**config.mk**
```make
export PLATFORM = sky130hd
export DESIGN_NAME = adcf_host
export DESIGN_NICKNAME = d
export VERILOG_FILES = /design/src/adcf_pkg.sv /design/src/adcf_sync.sv /design/src/adcf_host.sv
export SDC_FILE = /design/constraint.sdc
export NUM_CORES = 1
export LEC_CHECK = 0
export ABC_AREA = 1
export BUFFER_PORTS_ARGS = -buffer_cell sky130_fd_sc_hd__clkbuf_2
export CELL_PAD_IN_SITES_DETAIL_PLACEMENT = 1
export CELL_PAD_IN_SITES_GLOBAL_PLACEMENT = 1
export CORE_MARGIN = 2
export CORE_UTILIZATION = 50
export CTS_BUF_LIST = sky130_fd_sc_hd__clkbuf_4
export CTS_CLUSTER_DIAMETER = 200
export CTS_CLUSTER_SIZE = 28
export DETAILED_ROUTE_END_ITERATION = 10
export MAX_ROUTING_LAYER = met4
export PLACE_DENSITY_LB_ADDON = 0.3
export RECOVER_POWER = 25
export SKIP_CTS_REPAIR_TIMING = 1
export SLEW_MARGIN = 10
export SYNTH_ARGS = -nofsm -noshare
export SYNTH_HDL_FRONTEND = slang
export SYNTH_HIERARCHICAL = 1
export SYNTH_SLANG_ARGS = --single-unit
```
**constraint.sdc**
```tcl
create_clock -name clock -period 6.86 [get_ports clock]
set_input_delay 0.343 -clock clock [delete_from_list [all_inputs] [get_ports clock]]
set_output_delay 0.343 -clock clock [all_outputs]
set_load 0.1 [all_outputs]
```
**src/adcf_pkg.sv**
```systemverilog
// Purpose: Shared constants and types.
// Assumes: 40 MHz clock; converter clock divided from it.
// Notes:   Offsets are AXI4-Lite byte addresses.
package adcf_pkg;

  ////////////////////////////////////////////////////////////////////////////
  // Register offsets
  localparam logic [7:0] REG_CTRL    = 8'h00;
  localparam logic [7:0] REG_CFG     = 8'h04;
  localparam logic [7:0] REG_PERIOD  = 8'h08;
  localparam logic [7:0] REG_STATUS  = 8'h0c;
  localparam logic [7:0] REG_SAMPLE  = 8'h20;

  // Control field positions
  localparam int CTRL_TMR_EN   = 0;
  localparam int CTRL_AUTO     = 1;
  localparam int CTRL_RECOV    = 2;
  localparam int CTRL_WC_LSB   = 4;
  localparam int CTRL_INIT     = 8;
  localparam int CTRL_KICK     = 9;

  // Status field positions
  localparam int STAT_BUSY     = 0;
  localparam int STAT_IRQ      = 1;
  localparam int STAT_FAULT    = 2;
  localparam int STAT_READY    = 3;
  localparam int STAT_CNT_LSB  = 8;
  localparam int STAT_LAST_LSB = 16;

  // Out-of-range bit in device status
  localparam int FAULT_BIT     = 5;

  // Reset values
  localparam logic [3:0]  WC_RST      = 4'h8;
  localparam logic [11:0] CFG_RST     = 12'h000;
  localparam logic [15:0] PERIOD_RST  = 16'h0190;

  // Device address selects
  localparam logic ADDR_FIFO   = 1'b0;
  localparam logic ADDR_STATCTL = 1'b1;

  // AXI responses
  localparam logic [1:0] RESP_OKAY   = 2'h0;
  localparam logic [1:0] RESP_SLVERR = 2'h2;

  ////////////////////////////////////////////////////////////////////////////
  // Timing
  localparam int CLK_HZ        = 40_000_000;
  localparam int CLK_MHZ       = CLK_HZ / 1_000_000;
  localparam int CCLK_HALF     = 2;               // Converter clock half period
  localparam int CCLK_CYC      = 2 * CCLK_HALF;
  localparam int PULSE_CCLK    = 2;               // Start pulse, converter clocks
  localparam int CONV_MAX_CCLK = 57;              // Longest conversion, converter clocks
  localparam int ACQ_NS        = 2000;            // Acquisition, ns
  localparam int MAX_RATE_KHZ  = 100;             // Throughput ceiling, kHz
  localparam int PULSE_CYC     = PULSE_CCLK * CCLK_CYC;
  localparam int CONV_CYC      = CONV_MAX_CCLK * CCLK_CYC;
  localparam int ACQ_CYC       = (ACQ_NS * CLK_MHZ + 999) / 1000;
  localparam int RATE_CYC      = (CLK_HZ / 1000 + MAX_RATE_KHZ - 1) / MAX_RATE_KHZ;
  localparam int SCHED_CYC     = PULSE_CYC + CONV_CYC + ACQ_CYC;
  localparam int MIN_PERIOD_CYC = (RATE_CYC > SCHED_CYC) ? RATE_CYC : SCHED_CYC;
  localparam int STROBE_CYC    = 6;               // Covers the three-stage data sampler
  localparam int GAP_CYC       = 2;
  localparam int OP_CYC        = STROBE_CYC + GAP_CYC + 2;

  ////////////////////////////////////////////////////////////////////////////
  // Bus job kinds
  typedef enum logic [1:0] {
    JOB_INIT,
    JOB_STAT,
    JOB_FIFO
  } adcf_job_e;

endpackage

```
**src/adcf_sync.sv**
```systemverilog
// Purpose: Three-stage sampler for asynchronous inputs.
// Assumes: Synchronous active-high reset.
// Notes:   Output follows once stages two and three agree.
`timescale 1ns/1ps
`default_nettype none
module adcf_sync #(
  parameter int          W       = 1,
  parameter logic [W-1:0] RST_VAL = '0
) (
  // Clock and reset
  input  wire logic         clock,
  input  wire logic         sys_rst,
  // Data
  input  wire logic [W-1:0] d,
  output logic      [W-1:0] q
);

  logic [W-1:0] s1_ff;
  logic [W-1:0] s2_ff;
  logic [W-1:0] s3_ff;

  // Stage one feeds stage two only
  always_ff @(posedge clock) begin
    if (sys_rst) begin
      s1_ff <= RST_VAL;
      s2_ff <= RST_VAL;
      s3_ff <= RST_VAL;
    end else begin
      s1_ff <= d;
      s2_ff <= s1_ff;
      s3_ff <= s2_ff;
    end
  end

  // Agreement filter rejects a one-cycle glitch
  always_ff @(posedge clock) begin
    if (sys_rst) begin
      q <= RST_VAL;
    end else begin
      q <= (~(s2_ff ^ s3_ff) & s3_ff) | ((s2_ff ^ s3_ff) & q);
    end
  end

endmodule
`default_nettype wire

```
**src/adcf_host.sv**
```systemverilog
// Purpose: Host controller for a sampling converter with a FIFO.
// Assumes: AXI4-Lite register port; device pins asynchronous.
// Notes:   Start timer, init write, service and bus cycles.
//
// How it works
// RULE1: Own timer generates conversion starts independently.
// RULE2: Device asserts level interrupt at word count.
// RULE3: On interrupt, read FIFO words from device.
// RULE4: Hold bus cycle while device busy is low.
// RULE5: Separate read and write strobes driven directly.
// RULE6: Write status/control word after reset.
// RULE7: Read status bit five before samples.
// RULE8: Device flags each word under or over range.
// RULE9: On fault, drop samples and rewrite control.
// RULE10: Start period never below 100 kHz rate.
// RULE11: Start pulse lasts two converter clocks.
// RULE12: Conversion lasts at most 57 converter clocks.
// RULE13: Two microseconds acquisition before next start.
// RULE14: Bus cycles only outside conversion window.
// RULE15: Converter clock divided from system clock.
// RULE16: Device holds input at start rising edge.
// RULE17: Conversion takes 56 or 57 clocks.
// RULE18: Samples are 12-bit two's complement.
// RULE19: Device returns oldest sample first.
// RULE20: Device resets empty with interrupt off.
`timescale 1ns/1ps
`default_nettype none
module adcf_host
  import adcf_pkg::*;
#(
  parameter int DATA_W = 12,
  parameter int DEPTH  = 8
) (
  // Clock and reset
  input  wire logic              clock,
  input  wire logic              sys_rst,
  // AXI4-Lite write channels
  input  wire logic [7:0]        s_axi_awaddr,
  input  wire logic              s_axi_awvalid,
  output logic                   s_axi_awready,
  input  wire logic [31:0]       s_axi_wdata,
  input  wire logic [3:0]        s_axi_wstrb,
  input  wire logic              s_axi_wvalid,
  output logic                   s_axi_wready,
  output logic [1:0]             s_axi_bresp,
  output logic                   s_axi_bvalid,
  input  wire logic              s_axi_bready,
  // AXI4-Lite read channels
  input  wire logic [7:0]        s_axi_araddr,
  input  wire logic              s_axi_arvalid,
  output logic                   s_axi_arready,
  output logic [31:0]            s_axi_rdata,
  output logic [1:0]             s_axi_rresp,
  output logic                   s_axi_rvalid,
  input  wire logic              s_axi_rready,
  // Converter timing pins
  output logic                   adc_clk,
  output logic                   convert_start_n,
  // Converter bus pins
  output logic                   cs_n,
  output logic                   read_strobe_n,
  output logic                   write_strobe_n,
  output logic                   addr0,
  input  wire logic [DATA_W-1:0] data_in,
  output logic      [DATA_W-1:0] data_out,
  output logic                   data_oe_n,
  // Converter status pins
  input  wire logic              busy_n,
  input  wire logic              fifo_level_irq_n
);

  ////////////////////////////////////////////////////////////////////////////
  // Declarations
  typedef enum logic [1:0] {
    ST_IDLE,
    ST_WAIT,
    ST_STROBE,
    ST_GAP
  } adcf_state_e;

  adcf_state_e       state_ff;
  adcf_job_e         job_ff;
  logic              tmr_en_ff;
  logic              auto_ff;
  logic              recov_ff;
  logic [3:0]        wc_ff;
  logic [11:0]       cfg_ff;
  logic [15:0]       period_ff;
  logic              init_pend_ff;
  logic              kick_pend_ff;
  logic              fault_ff;
  logic              ready_ff;
  logic [11:0]       last_stat_ff;
  logic [3:0]        stored_ff;
  logic [3:0]        left_ff;
  logic [3:0]        cnt_ff;
  logic [15:0]       tmr_cnt_ff;
  logic [1:0]        div_ff;
  logic [DATA_W-1:0] sample_ff [DEPTH];
  logic [DATA_W-1:0] data_s;
  logic              busy_n_s;
  logic              irq_n_s;
  logic [15:0]       eff_period;
  logic              bus_window;
  logic [31:0]       wr_word;
  logic [31:0]       rd_word;
  logic              rd_bad;
  logic              wr_bad;
  logic              wr_fire;
  logic              rd_fire;
  logic              fault_set;
  logic              ready_set;

  ////////////////////////////////////////////////////////////////////////////
  // Pin input samplers
  adcf_sync #(.W(DATA_W), .RST_VAL('0)) u_sync_data (
    .clock   (clock),
    .sys_rst (sys_rst),
    .d       (data_in),
    .q       (data_s)
  );

  adcf_sync #(.W(2), .RST_VAL(2'h3)) u_sync_ctl (
    .clock   (clock),
    .sys_rst (sys_rst),
    .d       ({busy_n, fifo_level_irq_n}),
    .q       ({busy_n_s, irq_n_s})
  );

  ////////////////////////////////////////////////////////////////////////////
  // Byte-lane merge for register writes
  function automatic logic [31:0] wmerge(input logic [31:0] old_v, input logic [31:0] new_v,
                                         input logic [3:0] host_cycle_strobe);
    logic [31:0] r;
    r = old_v;
    for (int i = 0; i < 4; i++) begin
      if (host_cycle_strobe[i]) begin
        r[8*i +: 8] = new_v[8*i +: 8];
      end
    end
    return r;
  endfunction

  ////////////////////////////////////////////////////////////////////////////
  // AXI write: take address and data together
  assign wr_fire = s_axi_awvalid && s_axi_wvalid && !s_axi_awready && !s_axi_bvalid;

  always_ff @(posedge clock) begin
    if (sys_rst) begin
      s_axi_awready <= 1'b0;
      s_axi_wready  <= 1'b0;
      s_axi_bvalid  <= 1'b0;
      s_axi_bresp   <= RESP_OKAY;
    end else begin
      s_axi_awready <= wr_fire;
      s_axi_wready  <= wr_fire;
      if (wr_fire) begin
        s_axi_bvalid <= 1'b1;
        s_axi_bresp  <= wr_bad ? RESP_SLVERR : RESP_OKAY;
      end else if (s_axi_bready) begin
        s_axi_bvalid <= 1'b0;
      end
    end
  end

  // Unmapped writes report an error
  always_comb begin
    case (s_axi_awaddr)
      REG_CTRL:   wr_word = wmerge({22'h0, 1'b0, 1'b0, wc_ff, 1'b0, recov_ff, auto_ff, tmr_en_ff},
                                   s_axi_wdata, s_axi_wstrb);
      REG_CFG:    wr_word = wmerge({20'h0, cfg_ff}, s_axi_wdata, s_axi_wstrb);
      REG_PERIOD: wr_word = wmerge({16'h0, period_ff}, s_axi_wdata, s_axi_wstrb);
      REG_STATUS: wr_word = wmerge(32'h0, s_axi_wdata, s_axi_wstrb);
      default:    wr_word = 32'h0;
    endcase
    wr_bad = !(s_axi_awaddr == REG_CTRL || s_axi_awaddr == REG_CFG ||
               s_axi_awaddr == REG_PERIOD || s_axi_awaddr == REG_STATUS);
  end

  // Control, configuration and period registers
  always_ff @(posedge clock) begin
    if (sys_rst) begin
      tmr_en_ff <= 1'b0;
      auto_ff   <= 1'b0;
      recov_ff  <= 1'b0;
      wc_ff     <= WC_RST;
      cfg_ff    <= CFG_RST;
      period_ff <= PERIOD_RST;
    end else if (wr_fire) begin
      if (s_axi_awaddr == REG_CTRL) begin
        tmr_en_ff <= wr_word[CTRL_TMR_EN];
        auto_ff   <= wr_word[CTRL_AUTO];
        recov_ff  <= wr_word[CTRL_RECOV];
        wc_ff     <= wr_word[CTRL_WC_LSB +: 4];
      end
      if (s_axi_awaddr == REG_CFG) begin
        cfg_ff <= wr_word[11:0];
      end
      if (s_axi_awaddr == REG_PERIOD) begin
        period_ff <= wr_word[15:0];
      end
    end
  end

  ////////////////////////////////////////////////////////////////////////////
  // AXI read channel
  assign rd_fire = s_axi_arvalid && !s_axi_arready && !s_axi_rvalid;

  always_comb begin
    rd_word = 32'h0;
    rd_bad  = 1'b0;
    if (s_axi_araddr >= REG_SAMPLE && s_axi_araddr < REG_SAMPLE + 8'(4 * DEPTH)) begin
      rd_word = 32'(signed'(sample_ff[s_axi_araddr[4:2]])); // RULE18
    end else begin
      case (s_axi_araddr)
        REG_CTRL:   rd_word = {22'h0, 1'b0, 1'b0, wc_ff, 1'b0, recov_ff, auto_ff, tmr_en_ff};
        REG_CFG:    rd_word = {20'h0, cfg_ff};
        REG_PERIOD: rd_word = {16'h0, period_ff};
        REG_STATUS: rd_word = {4'h0, last_stat_ff, 4'h0, stored_ff, 4'h0, ready_ff, fault_ff,
                               !irq_n_s, state_ff != ST_IDLE};
        default:    rd_bad  = 1'b1;
      endcase
    end
  end

  always_ff @(posedge clock) begin
    if (sys_rst) begin
      s_axi_arready <= 1'b0;
      s_axi_rvalid  <= 1'b0;
      s_axi_rdata   <= 32'h0;
      s_axi_rresp   <= RESP_OKAY;
    end else begin
      s_axi_arready <= rd_fire;
      if (rd_fire) begin
        s_axi_rvalid <= 1'b1;
        s_axi_rdata  <= rd_word;
        s_axi_rresp  <= rd_bad ? RESP_SLVERR : RESP_OKAY;
      end else if (s_axi_rready) begin
        s_axi_rvalid <= 1'b0;
      end
    end
  end

  ////////////////////////////////////////////////////////////////////////////
  // Converter clock, locked to the system clock
  always_ff @(posedge clock) begin
    if (sys_rst) begin
      div_ff  <= 2'h0;
      adc_clk <= 1'b0;
    end else if (div_ff == 2'(CCLK_HALF - 1)) begin
      div_ff  <= 2'h0;
      adc_clk <= !adc_clk; // RULE15
    end else begin
      div_ff <= div_ff + 2'h1;
    end
  end

  ////////////////////////////////////////////////////////////////////////////
  // Start timer; short periods raised to the minimum
  assign eff_period = (period_ff < 16'(MIN_PERIOD_CYC)) ? 16'(MIN_PERIOD_CYC) : period_ff; // RULE10 RULE13

  always_ff @(posedge clock) begin
    if (sys_rst || !tmr_en_ff) begin
      tmr_cnt_ff      <= 16'h0;
      convert_start_n <= 1'b1;
    end else begin
      tmr_cnt_ff      <= (tmr_cnt_ff == eff_period - 16'h1) ? 16'h0 : tmr_cnt_ff + 16'h1; // RULE1
      convert_start_n <= !(tmr_cnt_ff < 16'(PULSE_CYC)); // RULE11
    end
  end

  // Bus cycles are kept to the acquisition gap so conversions are not stretched
  assign bus_window = !tmr_en_ff ||
                      (tmr_cnt_ff >= 16'(PULSE_CYC + CONV_CYC + 1) && // RULE12 RULE14
                       tmr_cnt_ff <  eff_period - 16'(OP_CYC));

  ////////////////////////////////////////////////////////////////////////////
  // Device bus sequencer
  always_ff @(posedge clock) begin
    if (sys_rst) begin
      state_ff       <= ST_IDLE;
      job_ff         <= JOB_INIT;
      cs_n           <= 1'b1;
      read_strobe_n  <= 1'b1;
      write_strobe_n <= 1'b1;
      addr0          <= ADDR_FIFO;
      data_out       <= '0;
      data_oe_n      <= 1'b1;
      cnt_ff         <= 4'h0;
      left_ff        <= 4'h0;
    end else begin
      case (state_ff)
        ST_IDLE: begin
          if (init_pend_ff) begin
            job_ff   <= JOB_INIT; // RULE6
            addr0    <= ADDR_STATCTL;
            state_ff <= ST_WAIT;
          end else if ((auto_ff && !irq_n_s) || kick_pend_ff) begin
            job_ff   <= JOB_STAT; // RULE7
            addr0    <= ADDR_STATCTL;
            state_ff <= ST_WAIT;
          end
        end
        ST_WAIT: begin
          // Busy low: track-to-hold in progress, hold off
          if (busy_n_s && bus_window) begin // RULE4 RULE14
            cs_n <= 1'b0;
            if (job_ff == JOB_INIT) begin
              write_strobe_n <= 1'b0; // RULE5
              data_out       <= DATA_W'(cfg_ff);
              data_oe_n      <= 1'b0;
            end else begin
              read_strobe_n <= 1'b0; // RULE5
            end
            cnt_ff   <= 4'(STROBE_CYC - 1);
            state_ff <= ST_STROBE;
          end
        end
        ST_STROBE: begin
          if (cnt_ff == 4'h0) begin
            cs_n           <= 1'b1;
            read_strobe_n  <= 1'b1;
            write_strobe_n <= 1'b1;
            data_oe_n      <= 1'b1;
            cnt_ff         <= 4'(GAP_CYC - 1);
            state_ff       <= ST_GAP;
          end else begin
            cnt_ff <= cnt_ff - 4'h1;
          end
        end
        ST_GAP: begin
          if (cnt_ff != 4'h0) begin
            cnt_ff <= cnt_ff - 4'h1;
          end else if (job_ff == JOB_INIT) begin
            state_ff <= ST_IDLE;
          end else if (job_ff == JOB_STAT && data_s[FAULT_BIT] && recov_ff) begin
            job_ff   <= JOB_INIT; // RULE9
            state_ff <= ST_WAIT;
          end else if (job_ff == JOB_STAT) begin
            job_ff   <= JOB_FIFO; // RULE3
            addr0    <= ADDR_FIFO;
            left_ff  <= (wc_ff == 4'h0 || wc_ff > 4'(DEPTH)) ? 4'(DEPTH) : wc_ff;
            state_ff <= ST_WAIT;
          end else if (left_ff > 4'h1) begin
            left_ff  <= left_ff - 4'h1;
            state_ff <= ST_WAIT;
          end else begin
            left_ff  <= 4'h0;
            state_ff <= ST_IDLE;
          end
        end
        default: begin
          state_ff <= ST_IDLE;
        end
      endcase
    end
  end

  ////////////////////////////////////////////////////////////////////////////
  // Pending init and service kick
  always_ff @(posedge clock) begin
    if (sys_rst) begin
      init_pend_ff <= 1'b1; // RULE6
      kick_pend_ff <= 1'b0;
    end else begin
      if (wr_fire && s_axi_awaddr == REG_CTRL && wr_word[CTRL_INIT]) begin
        init_pend_ff <= 1'b1;
      end else if (state_ff == ST_IDLE) begin
        init_pend_ff <= 1'b0;
      end
      if (wr_fire && s_axi_awaddr == REG_CTRL && wr_word[CTRL_KICK]) begin
        kick_pend_ff <= 1'b1;
      end else if (state_ff == ST_IDLE && !init_pend_ff) begin
        kick_pend_ff <= 1'b0;
      end
    end
  end

  ////////////////////////////////////////////////////////////////////////////
  // Status word and samples, in arrival order
  assign fault_set = (state_ff == ST_GAP) && (cnt_ff == 4'h0) && (job_ff == JOB_STAT) &&
                     data_s[FAULT_BIT];
  assign ready_set = (state_ff == ST_GAP) && (cnt_ff == 4'h0) && (job_ff == JOB_FIFO) &&
                     (left_ff <= 4'h1);

  always_ff @(posedge clock) begin
    if (sys_rst) begin
      last_stat_ff <= 12'h000;
      stored_ff    <= 4'h0;
    end else if (state_ff == ST_GAP && cnt_ff == 4'h0 && job_ff == JOB_STAT) begin
      last_stat_ff <= 12'(data_s);
      stored_ff    <= 4'h0;
    end else if (state_ff == ST_GAP && cnt_ff == 4'h0 && job_ff == JOB_FIFO &&
                 stored_ff < 4'(DEPTH)) begin
      stored_ff <= stored_ff + 4'h1;
    end
  end

  for (genvar i = 0; i < DEPTH; i++) begin : g_sample
    always_ff @(posedge clock) begin
      if (sys_rst) begin
        sample_ff[i] <= '0;
      end else if (state_ff == ST_GAP && cnt_ff == 4'h0 && job_ff == JOB_FIFO &&
                   stored_ff == 4'(i)) begin
        sample_ff[i] <= data_s; // RULE19
      end
    end
  end

  ////////////////////////////////////////////////////////////////////////////
  // Sticky flags, write one to clear; a new event wins
  always_ff @(posedge clock) begin
    if (sys_rst) begin
      fault_ff <= 1'b0;
      ready_ff <= 1'b0;
    end else begin
      if (fault_set) begin
        fault_ff <= 1'b1; // RULE7
      end else if (wr_fire && s_axi_awaddr == REG_STATUS && wr_word[STAT_FAULT]) begin
        fault_ff <= 1'b0;
      end
      if (ready_set) begin
        ready_ff <= 1'b1;
      end else if (wr_fire && s_axi_awaddr == REG_STATUS && wr_word[STAT_READY]) begin
        ready_ff <= 1'b0;
      end
    end
  end

endmodule
`default_nettype wire

```
==> impl_results.md, run 1 <==
* Status: finished, violations left
* Failing checks: capacitance limit, slew limit
* Fmax at 0.215 GHz
* Tmin final at 4650 ps
* First-pass GRT wire length at 62500 um
* RSZ-0062 raised after global routing: no
* EDFF count, synth at 96
* DR top layer: met4
* Crit path DAT at between 5000 and 6000 ps
* Num CTS Buffers at 14
* Die area at 28300 um2
* CTS clk-pin slew, worst paths at 290 ps
* Setup TNS Final at 0 ps
* Gpl congestion at 0.939
* Layout fillers at between 3000 and 4000
* CTS tree: done
* Post-synthesis cell area at 13500 um2
* CP Class: register to register
* Router iterations before antenna repair at 5
* Starting Density at 50.5%
* Post-synth top flop: dfxtp_1
* DRC at 0
* Grt total ovfl at 0
* Slew Limit Fails at 86
* Asr flop ratio synth at 0%
* Routed length on met1 at 17900 um
* Required @ worst endpoint at 7470 ps
* Worst Skew at 55.4 ps
* Fin util at 54.6%
* Worst Setup SP: period_ff[5]
* Min-delay src: s_axi_wdata[10]
* Starting DRC count in detailed routing at 887
* Largest net degree at the start of global routing at 69
* CTS H-tree lvls at 1
* Avg Synthesized Cell Area at approximately 8.4 um2
* Worst r2r src: period_ff[5]
* Worst Hold Depth at 3
* Period utilisation layout at 67.8%
* Final hold slack at about 36 ps
* Chip width at 168 um
* Distinct cells, synth at 50
* Placed Area at 14200 um2
* Initial antenna violation count at 1
* Register area share after synthesis at 50.2%
* Fin. Hold Viols at 0
* Path depth of the worst reg2reg path at 22
* Synth Warn # at 6
* Synth-to-layout area growth at 8.26%
* Maximum vdd drop at 0.328 mV
* I/O pins at 133
* Placeable Area at around 27000 um2
* Tightest Hold Check Type: input port to register
* Max_slew headroom at -45.6%
* Nets at 1819
* Via count at ~12000
* Post-Route WL at 40300 um
* Met2 wire length at 18300 um
* HPWL after DPL at 29200 um
* Startpoint types: register
* Chip Height at 168 um
* Cell taking the most area after synthesis: dfxtp_1
* Synth Register Bits at 290
* Port-buffer cells at 112
* Routed wire per std cell at ~20 um
* Row cnt at 60
* Number of global-route vias before repair at 11800
* Vias per inst at 5.73
* Critical path endpoint category: register
* Clk root buf: clkbuf_4
* Max Cap Violations at 2
* Placed insts at 2011
* GR Util All Layers at 28.8%
* Synth cell count leaders: inv_1 (227), nor2_1 (224), nand2_1 (211)
* Clock Latency Late Sink at 730 ps
* Static leakage at 5.81 nW
* Layout cell share with drive strength beyond 1 at 9.84%
* Final antenna-violating net count at 0
* Area share of the largest cell type after synthesis at approximately 29%
* Post-route cell area at 14600 um2
* Maximum buffer depth of the clock tree at 3
* Syn Inst Count at 1615
* Worst-Margin Slew at 2180 ps
* Worst-path maximum fanout at 25
* Largest cells by area after synthesis: dfxtp_1 (29%), edfxtp_1 (21%), inv_1 (6.3%)
* Most frequent cell after synthesis: inv_1
* Pwr/cell area at 252 nW/um2
* Final Setup Violations at 0
* Non-Filler Instances at 2060
* Met3 wire len at approximately 2800 um
* # clock sinks at 290
-- cells in the final DEF, fill, tap and decap left out, types with 3 or more instances in the layout --
| cell | count |
|---|---|
| edfxtp_1 | 96 |
| xor2_1 | 30 |
| nand2_4 | 4 |
| xnor2_1 | 11 |
| clkinv_1 | 13 |
| nand3_1 | 60 |
| a21oi_1 | 122 |
| clkbuf_4 | 20 |
| nor4_1 | 5 |
| o22ai_1 | 7 |
| buf_4 | 5 |
| dlygate4sd3_1 | 25 |
| o211ai_1 | 13 |
| clkbuf_2 | 94 |
| a221oi_1 | 13 |
| nand2_2 | 3 |
| nor3_1 | 20 |
| a32o_1 | 4 |
| nand2_1 | 211 |
| o21ai_0 | 113 |
| ha_1 | 35 |
| o221ai_1 | 34 |
| nand4_1 | 30 |
| nor2_1 | 224 |
| or2_2 | 5 |
| a311oi_1 | 3 |
| a22oi_1 | 12 |
| nor2_2 | 26 |
| clkbuf_1 | 23 |
| or2_1 | 3 |
| inv_1 | 226 |
| a31oi_1 | 7 |
| dfxtp_1 | 194 |
-- cell type report --
type | count | area [um2] | area share [%]
Antenna cell | 2 | 5.00 | 0.0343
Clock buffer | 20 | 150 | 1.03
Clock inverter | 2 | 50.0 | 0.343
Inverter | 241 | 906 | 6.20
Multi-Input combinational cell | 1017 | 5450 | 37.3
Sequential cell | 290 | 6770 | 46.3
Tap cell | 341 | 427 | 2.92
Timing Repair Buffer | 147 | 845 | 5.78
-- where the power goes --
| part | switching (mW) | internal [mW] |
|---|---|---|
| logic | 0.825 | 0.195 |
| registers | 0.0679 | 1.89 |
| clock network | 0.521 | 0.178 |
-- cell families (layout without fill, tap and decap cells) --
kind of cell               count (synthesis)  count (layout)  synth area share [%]
xor gates and xnor gates                  43              43                  2.90
buffers and inverters                    309             410                  9.26
DFF                                      290             290                  50.2
and+or+nand+nor                          601             601                  19.3
other                                      1               4                0.0278
AOI/OAI and AO/OA                        336             336                  15.1
adders and majority gates                 35              35                  3.25
-- sequential cells by signal (all words and copies together), names as in the netlist, 2 cells and up, named ones only --
register,count
cfg_ff,12
cnt_ff,4
data_out,12
div_ff,2
job_ff,2
last_stat_ff,12
left_ff,4
period_ff,16
s_axi_rdata,29
sample_ff,96
state_ff,2
stored_ff,4
tmr_cnt_ff,16
u_sync_ctl/s1_ff,2
u_sync_ctl/s2_ff,2
u_sync_ctl/s3_ff,2
u_sync_data/s1_ff,12
u_sync_data/s2_ff,12
u_sync_data/s3_ff,12
wc_ff,4
-- critical path, stage by stage (launching register included) --
cell and delay (ps):
dfxtp_1 520, nor2_1 120, nand2_1 120, nand2_1 100, nand2_4 210, inv_1 90, nor2_1 140, inv_1 100
ha_1 230, or2_2 380, nand2_1 140, xnor2_1 130, ha_1 260, a21oi_1 140, nor2_1 60, a211oi_1 190
nand2_1 150, nand2_1 80, nand3_1 70, nand2_1 80, nand3_1 660, o21ai_0 460, a21oi_1 90
-- stage by stage --
step	total power [mW]	worst slack, ps
after CTS	3.69	2230
final	3.67	2210
after detailed placement	3.00	2310
after global routing	3.83	1800
after global placement	2.97	2530
after floorplan	2.79	3480
-- layer usage --
metal / vias up / global-route usage (%)
li1: 5537 / -
met1: 5807 / 39.4
met2: 403 / 44.9
met3: 65 / 3.57
met4: 0 / 9.22
met5: - / -
-- path summary, 6_finish.rpt --
| path | slack [ps] | to |
|---|---|---|
| worst max register to register | 2210 | data_out[7] |
| worst max-delay path | 2210 | data_out[7] |
| worst min-delay path | 40 | period_ff[10] |
| worst min register to register | 360 | u_sync_data/s2_ff[3] |
(Power assumes the default switching activity.)
==> run 2: changes to the inputs <==
ABC_AREA = 0   (was 1)
CORE_UTILIZATION = 43   (was 50)
clock period = 3.9 ns   (was 6.86 ns; I/O delays follow)
==> impl_results.md, run 2 <==
* Status: finished, violations left
* Failing checks: capacitance limit, slew limit
* Syn Inst Count at 1408 (-13%)
* Tmin final at 3750 ps (-894 ps)
* Placeable Area at 31500 um2 (+18%)
* Distinct cells, synth at 70 (+40%)
* Fin. Hold Viols at 0 (unchanged)
* Chip width at 183 um (+8.5%)
* Non-Filler Instances at 1959 (-4.9%)
* Synth Register Bits at 290 (unchanged)
* DRC at 0 (unchanged)
* Clock Latency Late Sink at 750 ps (+20 ps)
* Max FFs per register at 96 (unchanged)
* Final antenna-violating net count at 0 (unchanged)
* Nets at 1656 (-9.0%)
* Worst-Margin Slew at 3010 ps (+826 ps)
* CTS tree: done
* Period utilisation layout at 96.3% (+28 points)
* Gpl congestion at 0.903 (-3.8%)
* Largest cells by area after synthesis: dfxtp_1 (28%), edfxtp_1 (21%), and2_1 (4.7%)
* Placed insts at 1883 (-6.4%)
* Most common cell after layout, fill and taps aside: dfxtp_1
* Largest net degree at the start of global routing at 69 (unchanged)
* Largest delay contributor family on the critical path: simple AND/OR/NAND/NOR gates
* Die area at 33300 um2 (+18%)
* Required @ worst endpoint at 4480 ps (-2990 ps)
* Synth cell count leaders: dfxtp_1 (194), nand2_1 (161), nor2_1 (157)
* Synth Warn # at 6 (unchanged)
* Chip Height at 183 um (+8.5%)
* First-pass GRT wire length at 62100 um (-0.74%)
* Cell taking the most area after synthesis: dfxtp_1
* Int Power at 3.97 mW (+75%)
* Routed length on met1 at 17300 um (-3.4%)
* Worst Skew at 74.8 ps (+19.4 ps)
* CTS H-tree lvls at 1 (unchanged)
* Layout fillers at 3612 (+9.8%)
* Startpoint types: register
* Starting DRC count in detailed routing at 767 (-14%)
* Port-buffer cells at 112 (unchanged)
* Met3 wire len at 1450 um (-49%)
* Largest Register: sample_ff
* Max_slew headroom at -101% (-55 points)
* Post-Route WL at 40700 um (+1.1%)
* CP max stage cell: dfxtp_2
* HPWL after DPL at 28600 um (-1.8%)
* Via count at 11100 (-6.1%)
* Num CTS Buffers at 14 (unchanged)
* Post-route cell area at 15600 um2 (+6.6%)
* Layout cell share with drive strength beyond 1 at 15.4% (+5.6 points)
* Static leakage at 5.80 nW (-0.17%)
* Crit path DAT at 4330 ps (-920 ps)
* Clk pwr share at 20.0% (+1.0 points)
* EDFF count, synth at 96 (unchanged)
* Starting Density at 43.6% (-6.9 points)
* NetSw at 2.01 mW (+42%)
* Number of global-route vias before repair at 11100 (-5.6%)
* Pwr/cell area at 384 nW/um2 (+53%)
* Critical path endpoint category: register
* Min setup slack post-route at 146 ps (-2070 ps)
* Post-synthesis cell area at 13700 um2 (+1.7%)
* Clk root buf: clkbuf_4
* Initial antenna violation count at 3 (+2)
* Maximum vdd drop at 0.287 mV (-13%)
* I/O pins at 133 (unchanged)
* Vias per inst at 5.66 (-1.3%)
* Router iterations before antenna repair at 8 (+3)
* Row cnt at 65 (+8.3%)
* Routed wire per std cell at 20.8 um (+6.3%)
* CP bufs+invs at 1 (-1)
* Largest registers: sample_ff x96, s_axi_rdata x29
* Grt total ovfl at 0 (unchanged)
* Met2 wire length at 20800 um (+13%)
* Placed Area at 14800 um2 (+4.1%)
* GR Util All Layers at 24.3% (-4.6 points)
* Slowest cell delay on critical path at 410 ps (-250 ps)
* RSZ-0062 raised after global routing: yes
* Most frequent cell after synthesis: dfxtp_1
* # clock sinks at 290 (unchanged)
* Comb power frac at 24.0% (-3.8 points)
* Tightest Hold Check Type: input port to register
* Setup WS pre-CTS at 31.1 ps (-2280 ps)
* Setup TNS Final at 0 ps (unchanged)
* Synth-to-layout area growth at 13.5%
* Cells along the critical path: o311ai_4 -> nand3_2 -> nand2_2 -> ha_4 -> nand2b_4 -> nand2_4 -> nor4_4 -> nand2_1 -> xor2_1 -> ha_1 -> a21oi_2 -> nor2b_1 -> o21ai_1 -> and3_4 -> a32oi_1 -> and2_4 -> buf_12 -> mux2i_1 -> nor2_1
* CP Class: register to register
* Commonest non-fill, non-tap cells in the layout: dfxtp_1 (191), nand2_1 (158), nor2_1 (157), a21oi_1 (106), and2_1 (101)
* Worst-path maximum fanout at 6 (-76%)
* DR top layer: met4
* Maximum buffer depth of the clock tree at 3 (unchanged)
* Post-synth top flop: dfxtp_1
* CTS clk-pin slew, worst paths at 300 ps (about the same)
* Register area share after synthesis at 49.3% (-0.82 points)
* Sequential Power Share at 56.0% (+2.8 points)
* Slew Limit Fails at 105 (+22%)
* Final Setup Violations at 0 (unchanged)
* Asr flop ratio synth at 0% (unchanged)
* Max Cap Violations at 2 (unchanged)
* Fmax at 0.266 GHz (+24%)
* Sw frac at 33.7% (-4.8 points)
* Avg Synthesized Cell Area at 9.74 um2 (+17%)
* Area share of the largest cell type after synthesis at 28.3% (-0.47 points)
## run 2: cell count changes after synthesis, sizes merged, moves of 21 or more
cell / delta
inv: -208
o221ai: -28
nand2: -57
a211oi: +21
nand3: -37
and2: +102
mux4: +26
nor2: -94
mux2i: +42
o21ai: -71
nor2b: +49
## run 2: final cells by class
cell class / count / area, um2 / area share (%)
well taps: 402 / 503 / 3.23
repair buffers: 217 / 1470 / 9.46
clock buffers: 21 / 158 / 1.01
flip-flops and latches: 290 / 6770 / 43.5
diodes: 3 / 7.51 / 0.0482
multi-input cells: 1005 / 6560 / 42.1
clock inverters: 1 / 20.0 / 0.129
inverters: 20 / 75.1 / 0.482
## run 2: logic make-up (layout without fill, tap and decap cells)
kind of cell | count (synthesis) | after routing | share of synthesized area [%]
AND/OR/NAND/NOR | 606 | 606 | 22.0
flip-flops | 290 | 290 | 49.3
AO/OA/AOI/OAI | 250 | 250 | 11.5
buffers and inverters | 114 | 259 | 3.72
multiplexers | 69 | 69 | 7.42
XOR/XNOR | 43 | 43 | 2.75
adder cells (fa/ha/maj) | 35 | 35 | 3.19
other | 1 | 5 | 0.0273
## run 2: worst reg2reg max path: stages (launching register included)
cell	delay, ps
dfxtp_2	410
o311ai_4	300
nand3_2	200
nand2_2	150
ha_4	150
nand2b_4	140
nand2_4	70
nor4_4	360
nand2_1	110
xor2_1	160
ha_1	320
a21oi_2	140
nor2b_1	50
o21ai_1	160
and3_4	220
a32oi_1	90
and2_4	210
buf_12	150
mux2i_1	160
nor2_1	60
## run 2: worst paths after layout
path	from	depth (start not counted)	to	slack, ps
setup / recovery	period_ff[4]	19	data_out[2]	150
hold reg to reg	u_sync_data/s1_ff[11]	1	u_sync_data/s2_ff[11]	410
setup reg to reg	period_ff[4]	19	data_out[2]	150
hold / removal	s_axi_awaddr[6]	6	cfg_ff[7]	6
## run 2: through the flow
step | util [%] | hold slack, ps | power (mW)
detailed placement | 47.1 | 381 | 4.75
CTS | 47.6 | -431 | 5.94
global placement | 47.1 | 375 | 4.72
floorplan | - | 292 | 4.42
global route | 49.4 | 4.20 | 6.22
finish | 49.4 | 6.19 | 5.98
## run 2: routing by layer
metal	vias up	GRT usage, %
met5	-	-
met4	0	6.74
met3	88	2.22
met2	265	42.6
met1	5542	29.9
li1	5195	-
## run 2: power by group through the flow
stage | combinational (mW) | clock [mW] | sequential (mW)
floorplan | 0.686 | 0 | 3.73
finish | 1.44 | 1.19 | 3.35
global placement | 1.32 | 0 | 3.40
detailed placement | 1.35 | 0 | 3.41
global route | 1.53 | 1.33 | 3.37
CTS | 1.35 | 1.24 | 3.35
